### src/verilog/ipa_defs.svh
// Offsets, field positions, reset values and timing of the pending arbiter
`ifndef IPA_DEFS_SVH
`define IPA_DEFS_SVH

`define IPA_ADDR_W 12
`define IPA_OFF_SRC_PEND 12'h000
`define IPA_OFF_MODE 12'h004
`define IPA_OFF_MASK 12'h008
`define IPA_OFF_PRIO 12'h00c
`define IPA_OFF_GRANT_PEND 12'h010
`define IPA_OFF_OFFSET 12'h014

`define IPA_RST_PEND 32'h00000000
`define IPA_RST_MODE 32'h00000000
`define IPA_RST_MASK 32'hffffffff
`define IPA_RST_PRIO 21'h000000
`define IPA_RST_SEL 2'h0

`define IPA_PRIO_MODE_LSB 0
`define IPA_PRIO_SEL_LSB 7

`define IPA_BIT_EXT_4_7 4
`define IPA_BIT_EXT_8_23 5
`define IPA_BIT_SERIAL_2 15
`define IPA_BIT_SERIAL_1 23
`define IPA_BIT_SERIAL_0 28

`define IPA_NUM_ARB 7
`define IPA_ANSWER_CYCLES 1

`endif

### src/verilog/ipa_pkg.sv
// Types shared by the pending arbiter and its rotating arbiters
package ipa_pkg;

  typedef struct packed {
    logic valid;
    logic [2:0] idx;
  } ipa_grant_t;

  typedef struct packed {
    logic [11:0] addr;
    logic write;
    logic [31:0] wdata;
  } ipa_bus_req_t;

endpackage : ipa_pkg

### src/verilog/ipa_arbiter.sv
// Six-input rotating priority arbiter
`timescale 1ns/10ps
`include "ipa_defs.svh"

module ipa_arbiter (
  input wire logic pclk,
  input wire logic presetn,
  input wire logic [5:0] req,
  input wire logic rotate_en,
  input wire logic sel_wr,
  input wire logic [1:0] sel_wdata,
  input wire logic serviced,
  output ipa_pkg::ipa_grant_t grant,
  output logic [1:0] sel_q
);

  // Input 0 first, input 5 last, 1..4 rotated by the select
  always_comb begin
    logic [1:0] r;
    logic [2:0] pos;
    r = 2'h0;
    pos = 3'h0;
    grant = '0;
    if (req[5]) begin
      grant.valid = 1'b1;
      grant.idx = 3'h5;
    end
    for (int j = 3; j >= 0; j--) begin
      r = sel_q + 2'(j);
      pos = {1'b0, r} + 3'h1;
      if (req[pos]) begin
        grant.valid = 1'b1;
        grant.idx = pos;
      end
    end
    if (req[0]) begin
      grant.valid = 1'b1;
      grant.idx = 3'h0;
    end
  end

  // Serviced input 1..4 becomes the lowest of the rotating group
  always_ff @(posedge pclk or negedge presetn) begin
    if (!presetn) begin
      sel_q <= `IPA_RST_SEL;
    end else if (sel_wr) begin
      sel_q <= sel_wdata;
    end else if (serviced && rotate_en && grant.idx != 3'h0 &&
                 grant.idx != 3'h5) begin
      sel_q <= grant.idx[1:0];
    end
  end
endmodule : ipa_arbiter

### src/verilog/ipa_top.sv
// Interrupt pending arbiter with APB register access
// Operation
// - Accept requests from 61 lines: 32 source, 9 serial, 20 pin
// - OR serial and pin groups onto shared inputs
// - Drive normal request after arbitration, fast request straight from pending
// - Record arbitration winner in granted pending
// - Per-source mode picks fast or normal
// - Request sets source bit; one granted bit
// - Masked source pends but never gets granted
// - Both pending registers clear by writing one
// - Mask one blocks service, zero allows it
// - Six first-level arbiters feed one second-level
// - Input zero first, five last, select rotates
// - Rotate mode loads select from serviced input 1..4
// - Source pending holds 32 per-source bits
//
// Added by the designer: the placing of the registers and the APB register port.
`timescale 1ns/10ps
`include "ipa_defs.svh"

module ipa_top (
  input wire logic pclk,
  input wire logic presetn,
  input wire logic psel,
  input wire logic penable,
  input wire logic pwrite,
  input wire logic [11:0] paddr,
  input wire logic [31:0] pwdata,
  output logic [31:0] prdata,
  output logic pready,
  output logic pslverr,
  input wire logic [31:0] src_req,
  input wire logic [8:0] serial_port_channel_request,
  input wire logic [19:0] external_pin_request,
  output logic fast_interrupt_request,
  output logic normal_interrupt_request
);

  ////////////////////////////////////////////////////////////////////////////
  // Source mapping of each arbiter input, -1 where unused
  function automatic int src_index(input int k, input int i);
    int b;
    b = -1;
    if (k == 0) begin
      if (i >= 1 && i <= 4) begin
        b = i - 1;
      end
    end else if (k == 5) begin
      if (i >= 1 && i <= 4) begin
        b = 27 + i;
      end
    end else begin
      b = 6 * k - 2 + i;
    end
    return b;
  endfunction : src_index

  function automatic logic [5:0] arb_req(input logic [31:0] c, input int k);
    logic [5:0] r;
    int b;
    r = 6'h00;
    b = 0;
    for (int i = 0; i < 6; i++) begin
      b = src_index(k, i);
      if (b >= 0) begin
        r[i] = c[b];
      end
    end
    return r;
  endfunction : arb_req

  ////////////////////////////////////////////////////////////////////////////
  ipa_pkg::ipa_bus_req_t bus;
  logic [31:0] merged;
  logic [31:0] source_pending_reg_q;
  logic [31:0] mode_q;
  logic [31:0] mask_q;
  logic [31:0] granted_pending_reg_q;
  logic [20:0] prio_q;
  logic [4:0] offset_q;
  logic [31:0] irq_cand;
  logic [31:0] fiq_cand;
  logic [31:0] rdata;
  logic hit;
  logic wr_en;
  logic wr_src;
  logic wr_int;
  logic wr_prio;
  logic take;
  logic [2:0] win_k;
  logic [2:0] win_i;
  logic [4:0] win_src;
  logic [31:0] win_onehot;
  logic [31:0] prdata_q;
  logic pready_q;
  logic pslverr_q;
  logic fiq_q;
  logic irq_q;
  ipa_pkg::ipa_grant_t grant [`IPA_NUM_ARB];
  logic [1:0] sel [`IPA_NUM_ARB];
  logic [6:0] serviced;
  logic [6:0] mode_bits_q;

  assign bus = '{addr: paddr, write: pwrite, wdata: pwdata};

  ////////////////////////////////////////////////////////////////////////////
  // Group requests are ORed onto their shared inputs
  always_comb begin
    merged = src_req;
    merged[`IPA_BIT_SERIAL_0] = src_req[`IPA_BIT_SERIAL_0] |
      (|serial_port_channel_request[2:0]);
    merged[`IPA_BIT_SERIAL_1] = src_req[`IPA_BIT_SERIAL_1] |
      (|serial_port_channel_request[5:3]);
    merged[`IPA_BIT_SERIAL_2] = src_req[`IPA_BIT_SERIAL_2] |
      (|serial_port_channel_request[8:6]);
    merged[`IPA_BIT_EXT_4_7] = src_req[`IPA_BIT_EXT_4_7] |
      (|external_pin_request[3:0]);
    merged[`IPA_BIT_EXT_8_23] = src_req[`IPA_BIT_EXT_8_23] |
      (|external_pin_request[19:4]);
  end

  ////////////////////////////////////////////////////////////////////////////
  // APB: zero-wait access, answer prepared in the setup cycle
  assign wr_en = psel && penable && bus.write && pready_q;
  assign wr_src = wr_en && bus.addr == `IPA_OFF_SRC_PEND;
  assign wr_int = wr_en && bus.addr == `IPA_OFF_GRANT_PEND;
  assign wr_prio = wr_en && bus.addr == `IPA_OFF_PRIO;

  always_comb begin
    hit = 1'b1;
    rdata = 32'h00000000;
    unique case (bus.addr)
      `IPA_OFF_SRC_PEND: rdata = source_pending_reg_q;
      `IPA_OFF_MODE: rdata = mode_q;
      `IPA_OFF_MASK: rdata = mask_q;
      `IPA_OFF_PRIO: rdata = {11'h000, prio_q};
      `IPA_OFF_GRANT_PEND: rdata = granted_pending_reg_q;
      `IPA_OFF_OFFSET: rdata = {27'h0000000, offset_q};
      default: hit = 1'b0;
    endcase
  end

  always_ff @(posedge pclk or negedge presetn) begin
    if (!presetn) begin
      pready_q <= 1'b0;
      pslverr_q <= 1'b0;
      prdata_q <= 32'h00000000;
    end else if (psel && !penable) begin
      pready_q <= 1'b1;
      pslverr_q <= !hit;
      prdata_q <= bus.write ? 32'h00000000 : rdata;
    end else begin
      pready_q <= 1'b0;
      pslverr_q <= 1'b0;
      prdata_q <= 32'h00000000;
    end
  end

  always_ff @(posedge pclk or negedge presetn) begin
    if (!presetn) begin
      mode_q <= `IPA_RST_MODE;
      mask_q <= `IPA_RST_MASK;
    end else if (wr_en && bus.addr == `IPA_OFF_MODE) begin
      mode_q <= bus.wdata;
    end else if (wr_en && bus.addr == `IPA_OFF_MASK) begin
      mask_q <= bus.wdata;
    end
  end

  ////////////////////////////////////////////////////////////////////////////
  // Source pending: request sets, written ones clear, set wins
  always_ff @(posedge pclk or negedge presetn) begin
    if (!presetn) begin
      source_pending_reg_q <= `IPA_RST_PEND;
    end else begin
      source_pending_reg_q <= (source_pending_reg_q & ~(wr_src ? bus.wdata : 32'h00000000)) |
        merged;
    end
  end

  assign irq_cand = source_pending_reg_q & ~mask_q & ~mode_q;
  assign fiq_cand = source_pending_reg_q & ~mask_q & mode_q;

  ////////////////////////////////////////////////////////////////////////////
  // Arbiters 0..5 take sources, arbiter 6 takes their winners
  genvar k;
  generate
    for (k = 0; k < `IPA_NUM_ARB; k++) begin : g_arb
      logic [5:0] req_k;
      if (k < 6) begin : g_first
        assign req_k = arb_req(irq_cand, k);
      end else begin : g_second
        assign req_k = {grant[5].valid, grant[4].valid, grant[3].valid,
          grant[2].valid, grant[1].valid, grant[0].valid};
      end
      assign serviced[k] = take && (k == 6 || int'(win_k) == k);
      ipa_arbiter u_arb (
        .pclk(pclk),
        .presetn(presetn),
        .req(req_k),
        .rotate_en(prio_q[`IPA_PRIO_MODE_LSB + k]),
        .sel_wr(wr_prio),
        .sel_wdata(bus.wdata[`IPA_PRIO_SEL_LSB + 2 * k +: 2]),
        .serviced(serviced[k]),
        .grant(grant[k]),
        .sel_q(sel[k])
      );
    end
  endgenerate

  // Priority register reads back the live selects
  always_comb begin
    prio_q[6:0] = 7'h00;
    prio_q[20:7] = 14'h0000;
    for (int m = 0; m < `IPA_NUM_ARB; m++) begin
      prio_q[`IPA_PRIO_SEL_LSB + 2 * m +: 2] = sel[m];
    end
    prio_q[6:0] = mode_bits_q;
  end

  always_ff @(posedge pclk or negedge presetn) begin
    if (!presetn) begin
      mode_bits_q <= 7'(`IPA_RST_PRIO);
    end else if (wr_prio) begin
      mode_bits_q <= bus.wdata[6:0];
    end
  end

  ////////////////////////////////////////////////////////////////////////////
  // Granted pending: one bit, only loaded while empty
  assign take = granted_pending_reg_q == 32'h00000000 && grant[6].valid;
  assign win_k = grant[6].idx;
  assign win_i = grant[win_k].idx;
  assign win_src = 5'(src_index(int'(win_k), int'(win_i)));
  assign win_onehot = 32'h00000001 << win_src;

  always_ff @(posedge pclk or negedge presetn) begin
    if (!presetn) begin
      granted_pending_reg_q <= `IPA_RST_PEND;
      offset_q <= 5'h00;
    end else if (take) begin
      granted_pending_reg_q <= win_onehot;
      offset_q <= win_src;
    end else if (wr_int) begin
      granted_pending_reg_q <= granted_pending_reg_q & ~bus.wdata;
    end
  end

  ////////////////////////////////////////////////////////////////////////////
  // Request lines toward the core
  always_ff @(posedge pclk or negedge presetn) begin
    if (!presetn) begin
      fiq_q <= 1'b0;
      irq_q <= 1'b0;
    end else begin
      fiq_q <= |fiq_cand;
      irq_q <= |(granted_pending_reg_q & ~mask_q & ~mode_q);
    end
  end

  assign fast_interrupt_request = fiq_q;
  assign normal_interrupt_request = irq_q;
  assign prdata = prdata_q;
  assign pready = pready_q;
  assign pslverr = pslverr_q;
endmodule : ipa_top

### config.mk
export PLATFORM = sky130hd
export DESIGN_NAME = ipa_top
export DESIGN_NICKNAME = d
export VERILOG_FILES = /design/src/verilog/ipa_pkg.sv /design/src/verilog/ipa_arbiter.sv /design/src/verilog/ipa_top.sv
export VERILOG_INCLUDE_DIRS = /design/src /design/src/verilog
export SDC_FILE = /design/constraint.sdc
export NUM_CORES = 1
export LEC_CHECK = 0
export ABC_AREA = 1
export BUFFER_PORTS_ARGS = -buffer_cell sky130_fd_sc_hd__clkbuf_2
export CAP_MARGIN = 10
export CORE_ASPECT_RATIO = 0.5
export CORE_MARGIN = 2
export CORE_UTILIZATION = 50
export CTS_CLUSTER_SIZE = 12
export DETAILED_ROUTE_END_ITERATION = 16
export PLACE_DENSITY = 0.7
export SYNTH_ARGS = -nofsm -noshare
export SYNTH_HDL_FRONTEND = slang
export SYNTH_SLANG_ARGS = --single-unit
export TNS_END_PERCENT = 1
### constraint.sdc
create_clock -name pclk -period 7.9 [get_ports pclk]
set_input_delay 0.395 -clock pclk [delete_from_list [all_inputs] [get_ports pclk]]
set_output_delay 0.395 -clock pclk [all_outputs]
set_load 0.005 [all_outputs]
* Word-level counts from Yosys, hierarchy flattened
Cells that the tools add are included.
** Storage, ports and cells
- Flip-flop bits (word level) :: 190
- Bits of input ports :: 110
- Output and inout bits :: 36
- Word-level logic and storage cells :: 331
** Operators by class
- Add/sub/neg operators :: 53
- Multipliers :: 1
- $lt $le $gt $ge :: 31
- Equal/unequal tests :: 17
- Shift operators :: 1
- Muxes and demuxes :: 124
- Bitwise gates (word level) :: 19
- Reductions and logical operators :: 67
** Operators with widths (count)
- 32-bit bitwise AND :: 7
- 32-bit case mux with 6 select lines :: 1
- 32-bit two-way mux :: 5
- 4-bit two-way mux :: 38
- 32-bit NOT :: 4
- 3-bit by 4-bit < comparator with 1-bit output, second input constant :: 28
- 2-bit by 1-bit adder with 3-bit output, second input constant :: 28
- 1-bit binary-select mux with 3-bit select :: 28
- 32-bit OR reduction :: 2
- 1-bit logical AND :: 38
- 32-bit zero test :: 1
- 32-bit bitwise OR :: 1
- 1-bit by 5-bit left shift with 32-bit output, first input constant :: 1
- 1-bit two-way mux :: 31
- 2-bit adder, second input constant :: 14
- 2-bit two-way mux :: 14
- 12-bit by 4-bit equality test with 1-bit output, second input constant :: 2
- 12-bit by 5-bit equality test with 1-bit output, second input constant :: 2
- 3-bit inequality test, second input constant :: 7
- 3-bit nonzero test :: 7
- 5-bit two-way mux :: 4
- 2-bit nonzero test :: 8
- 16-bit OR reduction :: 1
- 2-bit by 1-bit adder with 2-bit output, second input constant :: 7
- other kinds (23) :: 34

* Depth between registers and ports, before layout
Gate-level depths: netlist (run 1).
- Depth after elaboration :: 28
- Mapped depth :: 42
- Gate-level depth less buffers :: 40

* Cells and area by module
A second synthesis (run 1) with hierarchy kept.
** Second synthesis, totals
- Cell total of the unflattened synthesis :: 1978
- Area total of the unflattened synthesis :: 13918.3 um2
** Modules (own cells, without submodules)
- ipa_top :: times used 1, cells an instance 1196, area an instance 9461.6 um2, sequential area each 4444.3 um2
- ipa_arbiter at g_arb[1].u_arb ... :: times used 6, cells an instance 112, area an instance 638.1 um2, sequential area each 50.0 um2
- ipa_arbiter at g_arb[0].u_arb :: times used 1, cells an instance 110, area an instance 628.1 um2, sequential area each 50.0 um2

* Least setup slack after synthesis (run 1)
OpenSTA, ideal clock, no wires.
- Path type :: register to register
- Start :: register g_arb[0].u_arb.sel_q[0]
- End :: register granted_pending_reg_q[7]
- Setup time :: 0.073 ns
- Arrival time :: 4.580 ns
- Data required time :: 7.827 ns
- Path slack :: 3.247 ns
- Stages on the path, launching flop included :: 41
- Buffers on the path :: 3
- Clock period less this slack :: 4.653 ns
- Cells stage by stage :: dfrtp_1 > buf_6 > inv_4 > ha_1 > inv_2 > nor2_2 > nor2_2 > inv_2 > nand2_1 > nand2_1 > nand2_1 > nand2_2 > nor2_4 > nand2_4 > nand2_2 > nand3_1 > nand3b_2 > nand2_2 > [5 not listed] > nand2_1 > nand3_1 > nand3_1 > nand2_1 > ha_1 > inv_1 > ha_1 > inv_1 > fa_1 > xnor2_1 > o21ai_0 > inv_1 > nand2_2 > nand2_4 > nor2_8 > buf_6 > nand2_1 > a21oi_2
** Between the ends
- Cells in the longest elaborated chain, start to end :: 26
- Elaborated cells between the ends (all ways) :: 54
- Those cells by class :: 11 x add/sub; 1 x mul; 2 x order compare; 1 x eq/ne; 1 x shift; 33 x mux; 1 x bitwise; 4 x reduce/logical
** RTL lines
- start: declaration :: RTL line ipa_arbiter.sv:14 : output logic [1:0] sel_q
- start signal: assignment :: RTL line ipa_arbiter.sv:45 : sel_q <= `IPA_RST_SEL;
- start signal: assignment :: RTL line ipa_arbiter.sv:47 : sel_q <= sel_wdata;
- start signal: assignment :: RTL line ipa_arbiter.sv:50 : sel_q <= grant.idx[1:0];
- 2-bit adder :: RTL line ipa_arbiter.sv:29 : r = sel_q + 2'(j);
- 2-bit by 1-bit adder with 3-bit output :: RTL line ipa_arbiter.sv:30 : pos = {1'b0, r} + 3'h1;
- 1-bit binary-select mux with 3-bit select :: RTL line ipa_arbiter.sv:31 : if (req[pos]) begin
- 1-bit two-way mux (implied by the code) :: RTL line ipa_arbiter.sv:31
- 4-bit two-way mux (3 in a row) :: RTL line ipa_arbiter.sv:31
- 4-bit two-way mux (*) :: RTL line ipa_arbiter.sv:31
- parallel branches: the longest is 18 deep, another holds 5-bit by 3-bit subtractor with 5-bit output
- end signal: assignment :: RTL line ipa_top.sv:239 : granted_pending_reg_q <= `IPA_RST_PEND;
- end signal: assignment :: RTL line ipa_top.sv:242 : granted_pending_reg_q <= win_onehot;
- end signal: assignment :: RTL line ipa_top.sv:245 : granted_pending_reg_q <= granted_pending_reg_q & ~bus.wdata;
- end: declaration :: RTL line ipa_top.sv:78 : logic [31:0] granted_pending_reg_q;
Every way passes the cells marked *. The select of a mux whose other input is x is not followed.
A chain may end at the register's enable or synchronous reset.

* Final worst setup path (run 1)
- Start :: register g_arb[2].u_arb.sel_q[0]
- End :: register granted_pending_reg_q[0]
** Between the ends
- Cells in the longest elaborated chain, start to end :: 27
- Elaborated cells between the ends (all ways) :: 55
- Those cells by class :: 11 x add/sub; 1 x mul; 2 x order compare; 1 x eq/ne; 1 x shift; 34 x mux; 1 x bitwise; 4 x reduce/logical
** RTL lines
- start: declaration :: RTL line ipa_arbiter.sv:14
- start signal: assignment :: RTL line ipa_arbiter.sv:45
- start signal: assignment :: RTL line ipa_arbiter.sv:47
- start signal: assignment :: RTL line ipa_arbiter.sv:50
- 2-bit adder :: RTL line ipa_arbiter.sv:29
- 2-bit by 1-bit adder with 3-bit output :: RTL line ipa_arbiter.sv:30
- 1-bit binary-select mux with 3-bit select :: RTL line ipa_arbiter.sv:31
- 1-bit two-way mux (implied by the code) :: RTL line ipa_arbiter.sv:31
- 4-bit two-way mux (3 in a row) :: RTL line ipa_arbiter.sv:31
- 4-bit two-way mux (*) :: RTL line ipa_arbiter.sv:31
- 4-bit two-way mux (*) :: RTL line ipa_arbiter.sv:36 : if (req[0]) begin
- parallel branches: the longest is 18 deep, another holds 5-bit by 3-bit subtractor with 5-bit output
Marked as above.

==> flow_summary.ini, run 1 <==
[status]
status = finished clean

[timing]
finalMaxSlewViolations = 0
hold_viol = 0
fin_setup_tns_ns = 0
fin_skew_ns = 0.0159
finalCriticalPeriod_ns = 5.99
worst_slew_pin_slew_ns = 1.31
fmax_ghz = 0.167
finalCritPeriodShare_pct = 75.8
setup_viol = 0
max_slew_margin_pct = 12.9
rsz0062_at_grt = no

[pwr]
power.density_nw_per_um2 = 155
power_uw = 2210
irDropWorstVdd_mv = 0.142
cellLeakagePower_uw = 0.00665

[logic_synthesis]
synth_cells = 1711
synth-seq-area-share_pct = 37.9
syn-num-nets = 1864
yosys_register_bits = 190
synth.distinct_cells = 65
ys_warn_count = 0
synthFlopType = dfrtp_1
netlist_area_um2 = 12600
synth_edf_count = 0
async_flop_share_pct = 100
syn_avg_cell_area_um2 = 7.39

[clock_network]
cts-root-buf = clkbuf_16
clk_path_buf_depth = 2
clkTransAtPathRegs_ns = 0.07
cts-buffers-inserted = 17
clkLatencyLatePin_ns = 0.47
htree_levels = 4
cts_tree = built
cts_resized = 0
clock-sinks = 190

[finish]
syn_to_final_growth_pct = 12.6
fillerInstances = 2472
post-route-cell-area_um2 = 14200
final_core_util_pct = 56.9
multi_input_area_um2 = 6760
drive_above_1_share_pct = 17.5
seqCellArea_um2 = 4790
fin_nets = 1996
diodes = 0

[die]
die_y_um = 116
fp.coreArea_um2 = 25000
io_pins = 146
die_x_um = 229
die-area_um2 = 26700
rows = 41
initial_utilization_pct = 50.5

[worst_setup_path]
r2r-start = g_arb[2].u_arb.sel_q[0]
setup.worst_path.start_class = flip-flop
critPathMaxStageDelay_ns = 0.70
ff2ff_setup_slack_ns = 1.91
path_class = flip-flop to flip-flop
arrival_ns = 6.38
crit_fanout = 17
path_common_cell = nand3_1
end_kind = flip-flop
cpMaxStageDelayCell = dfrtp_1
reg2reg_depth = 31
timing.rr.end = granted_pending_reg_q[0]
critPathRequiredTime_ns = 8.29

[grt]
track_usage_pct = 34.5
grt_pass1_vias = 11634
grt_pass1_wl_mm = 68.9
antenna_found_initial = 1
grt_max_degree = 87
overflow = 0

[place]
dpl_cell_area_um2 = 13700
portBuffers = 145
place_congestion = 1.02
hpwlAfterDp_mm = 34.4

[detailed_routing]
wl_per_cell_um = 20.8
drt_first_pass_iters = 6
vias_per_cell = 5.93
ant_nets = 0
drc = 0
drt-total-wl_mm = 45.7
drt-initial-drc-count = 1773
via_count = 13047

[hold_path]
min_to = source_pending_reg_q[13]
min_path_type = input port to flip-flop
hold_depth = 3
min_from = src_req[13]

[run]
max_cap_violations = 0
-- worst max-delay path: cells and delay by family (launching register included) --
kind            cells  cell delay, ns
simple gates       17            2.32
fa+ha+maj           4            1.33
flops               1            0.70
buf+inv             5            0.61
compound gates      3            0.51
xor+xnor            2            0.41
-- synthesized netlist by cell type (all sizes together), types with 3 or more instances --
cell | instances | area, um2
a32o | 9 | 90.1
nor3 | 17 | 95.1
o211ai | 16 | 120
fa | 3 | 60.1
a2111oi | 4 | 35.0
clkbuf | 33 | 124
a21boi | 4 | 33.8
a21oi | 97 | 516
a31oi | 20 | 125
nor2 | 163 | 671
dfrtp | 158 | 3950
nand2 | 367 | 1490
ha | 40 | 500
a22o | 8 | 70.1
nand3 | 189 | 1010
mux2i | 3 | 30.0
a311oi | 3 | 32.5
a211oi | 6 | 45.0
clkinv | 3 | 12.5
nand4 | 21 | 131
o21bai | 9 | 71.3
nand3b | 13 | 105
inv | 217 | 822
xor2 | 5 | 58.8
dfstp | 32 | 841
buf | 17 | 140
o22ai | 22 | 138
o31ai | 6 | 45.0
nor4 | 20 | 125
a221oi | 18 | 158
o21ai | 169 | 846
-- logic make-up after synthesis --
group / after synthesis / share of synthesized area (%)
muxes: 4 / 0.327
buffers and inverters: 271 / 8.76
and+or+nand+nor: 796 / 29.0
xor gates and xnor gates: 7 / 0.604
DFF: 190 / 37.9
AOI/OAI and AO/OA: 400 / 19.0
adders and majority gates: 43 / 4.43
-- state kept, by name (all words and copies together), names as in the netlist --
| name | count |
|---|---|
| offset_q | 5 |
| normal_interrupt_request | 1 |
| mask_q | 32 |
| pready | 1 |
| source_pending_reg_q | 32 |
| pslverr | 1 |
| mode_q | 32 |
| g_arb.u_arb.sel_q | 14 |
| mode_bits_q | 7 |
| granted_pending_reg_q | 32 |
| fast_interrupt_request | 1 |
| prdata | 32 |
-- worst max path at each step --
| stage | from | end |
|---|---|---|
| after global routing | g_arb[2].u_arb.sel_q[0] | granted_pending_reg_q[24] |
| final | g_arb[2].u_arb.sel_q[0] | granted_pending_reg_q[0] |
| after CTS | g_arb[2].u_arb.sel_q[0] | granted_pending_reg_q[0] |
| after global placement | g_arb[2].u_arb.sel_q[0] | granted_pending_reg_q[25] |
| after floorplan | g_arb[0].u_arb.sel_q[0] | granted_pending_reg_q[7] |
| after detailed placement | g_arb[2].u_arb.sel_q[0] | granted_pending_reg_q[16] |
-- metrics by stage --
step / cells / setup WS, ns / hold slack [ns]
2_1_floorplan: 1711 / 3.25 / 0.0994
3_3_place_gp: 2167 / 2.07 / 0.466
3_5_place_dp: 2167 / 2.04 / 0.485
4_1_cts: 2200 / 2.01 / 0.0933
5_1_grt: 2200 / 1.40 / 0.107
6_report: 2200 / 1.91 / 0.106
-- final cells by class --
cell class | instances | share of cell area (%)
inverters | 220 | 5.86
multi-input cells | 1250 | 47.5
well taps | 344 | 3.02
clock inverters | 13 | 0.659
clock buffers | 19 | 3.11
repair buffers | 164 | 6.18
flip-flops and latches | 190 | 33.7
-- what timing repair did --
item                      in CTS  in global routing
hold buffers                   1                  0
buffers inserted               0                  0
hold endpoints to repair       1                  0
-- where the power goes --
| part | internal [uW] | switching, uW | total [uW] | leakage (uW) |
|---|---|---|---|---|
| registers | 1020 | 98.8 | 1120 | 0.00230 |
| logic | 99.0 | 163 | 262 | 0.00408 |
| clock network | 412 | 411 | 823 | 0.000261 |
-- placed cells by master, fill, tap and decap left out, drive strengths merged, types with 8 or more instances in the layout --
cell type,synthesis,final
a21oi,97,97
a221oi,18,18
a22o,8,8
a31oi,20,20
a32o,9,9
buf,17,18
clkbuf,33,164
clkinv,3,11
dfrtp,158,158
dfstp,32,32
ha,40,40
inv,217,219
nand2,367,367
nand3,189,189
nand3b,13,13
nand4,21,21
nor2,163,163
nor3,17,17
nor4,20,20
o211ai,16,16
o21ai,169,169
o21bai,9,9
o22ai,22,22
-- routing by layer --
layer	vias up	GRT usage [%]	share of wire, %	wire [um]
li1	6072	-	-	-
met1	6230	51.0	46	20800
met2	673	46.8	39	17900
met3	72	13.1	14	6180
met4	0	8.70	1.8	841
met5	-	0	0	0
(Power assumes the default switching activity.)
==> inputs of run 2 (changes only) <==
--- a/config.mk
+++ b/config.mk
@@ -14,7 +14,7 @@
 export CORE_UTILIZATION = 50
 export CTS_CLUSTER_SIZE = 12
 export DETAILED_ROUTE_END_ITERATION = 16
-export PLACE_DENSITY = 0.7
+export PLACE_DENSITY = 0.73
 export SYNTH_ARGS = -nofsm -noshare
 export SYNTH_HDL_FRONTEND = slang
 export SYNTH_SLANG_ARGS = --single-unit
==> constraint.sdc (replaced) <==
create_clock -name pclk -period 4.99 [get_ports pclk]
set_input_delay 0.2495 -clock pclk [delete_from_list [all_inputs] [get_ports pclk]]
set_output_delay 0.2495 -clock pclk [all_outputs]
set_load 0.005 [all_outputs]
==> flow_summary.ini, run 2 (synthesis gave the netlist of run 1 again) <==
[die]
die_x_um = 229
die_y_um = 116
io_pins = 146
die-area_um2 = 26700
fp.coreArea_um2 = 25000
initial_utilization_pct = 50.5
rows = 41

[worst_setup_path]
cpMaxStageDelayCell = fa_1
path_class = flip-flop to flip-flop
crit_fanout = 11
critPathMaxStageDelay_ns = 0.54
setup.worst_path.start_class = flip-flop
end_kind = flip-flop
crit_cells = 29
critPathRequiredTime_ns = 5.38
path_buf_inv = 6
arrival_ns = 5.14
reg2reg_depth = 29
crit_family = adder cells

[grt]
antenna_found_initial = 1
overflow = 0
track_usage_pct = 34.4
grt_pass1_wl_mm = 69.5
grt_pass1_vias = 12230
grt_max_degree = 105

[place]
place_ws_ns = -0.0781
dp_cells = 2236
dpl_cell_area_um2 = 14200
hpwlAfterDp_mm = 34.3
portBuffers = 145
place_congestion = 1.00

[detailed_routing]
ant_nets = 0
drt-initial-drc-count = 2117
vias_per_cell = 5.94
via_count = 13835
drc = 0
drt_first_pass_iters = 8
wl_per_cell_um = 20.0
drt-total-wl_mm = 46.7

[hold_path]
min_path_type = input port to flip-flop
hold_depth = 3

[clock_network]
clk_path_buf_depth = 2
cts-root-buf = clkbuf_16
clkTransAtPathRegs_ns = 0.07
cts-buffers-inserted = 17
clkLatencyLatePin_ns = 0.47
clock-sinks = 190
cts_tree = built
htree_levels = 4

[timing]
setup_slack_ns = 0.238
worst_slew_pin_slew_ns = 1.40
fmax_ghz = 0.210
hold_viol = 0
max_slew_margin_pct = 4.16
finalCriticalPeriod_ns = 4.75
setup_viol = 0
fin_setup_tns_ns = 0
fin_skew_ns = 0.0120
hold_ws_ns = 0.00580
finalCritPeriodShare_pct = 95.2
finalMaxSlewViolations = 0

[finish]
post-route-cell-area_um2 = 15800
layout_common_cells = 322 x nand2_1, 189 x inv_1, 161 x nand3_1
fin_nets = 2125
syn_to_final_growth_pct = 24.9
drive_above_1_share_pct = 24.1
final_cells = 2330
layout_commonest_cell = nand2_1

[status]
status = finished clean

[pwr]
sequentialPowerShare_pct = 47.8
irDropWorstVdd_mv = 0.294
switching_share_pct = 28.4
p_switching_uw = 1040
cellLeakagePower_uw = 0.00736
clkPwrFrac_pct = 40.4
combPwrFrac_pct = 11.8
power.density_nw_per_um2 = 233
internal-power_uw = 2630

[run]
max_cap_violations = 0
==> run 2: cell count changes in the layout (fill, tap and decap cells not counted), sizes merged <==
cell         delta
buf            +93
dlygate4sd3    +35
clkinv          -6
bufinv          +3
clkbuf          +2
inv             +2
clkinvlp        -1
diode           +1
nor2            +1
==> run 2: path summary, 6_finish.rpt <==
| check | to | start | slack, ns |
|---|---|---|---|
| setup / recovery | granted_pending_reg_q[22] | g_arb[2].u_arb.sel_q[1] | 0.24 |
| hold / removal | source_pending_reg_q[19] | src_req[19] | 0.006 |
| setup reg to reg | granted_pending_reg_q[22] | g_arb[2].u_arb.sel_q[1] | 0.24 |
| hold reg to reg | mode_q[28] | mode_q[28] | 0.49 |
| max in group asynchronous | mode_bits_q[2] | presetn | 3.30 |
| min in group asynchronous | prdata[14] | presetn | 0.44 |
==> run 2: cell type report <==
cell class                 count  area [um2]
inverter                     220         843
antenna                        1        2.50
clock inverter                11         154
clock buffer                  21         470
multi-input combinational   1251        7140
timing repair buffer         292        1960
fill                        2314        9240
sequential                   190        4790
tap                          344         430
==> run 2: what timing repair did <==
item / in CTS / in global routing
resized for setup: 2 / 89
setup endpoints to repair: 32 / 35
cloned: 1 / 0
hold buffers: 36 / 0
endpoints found under the hold margin: 113 / 0
pin swaps: 2 / 29
setup buffers: 0 / 24
==> run 2: power groups by stage <==
stage               Clock [uW]  Sequential (uW)  Combinational, uW
floorplan                    0             1720                222
global placement             0             1770                384
detailed placement           0             1770                391
CTS                       1480             1750                415
global route              1550             1760                474
finish                    1480             1760                435
==> run 2: worst register-to-register path: cells and delay by family (launching register included) <==
family	cells	cell delay, ns
compound gates	3	0.48
buf+inv	6	0.65
xor+xnor	1	0.21
fa+ha+maj	4	1.49
flops	1	0.40
simple gates	15	1.47
==> run 2: stage by stage <==
stage,util [%],total power [uW]
after global routing,63.1,3790
after floorplan,-,1940
after global placement,56.8,2160
after CTS,60.8,3640
after detailed placement,56.8,2160
final,63.1,3670
==> run 2: routing by layer <==
| metal | GRT usage (%) | wire length (um) | vias to the layer above |
|---|---|---|---|
| met2 | 48.0 | 18800 | 845 |
| li1 | - | - | 6337 |
| met4 | 10.2 | 1080 | 0 |
| met5 | 0 | 0 | - |
| met1 | 51.5 | 20400 | 6565 |
| met3 | 9.72 | 6510 | 88 |
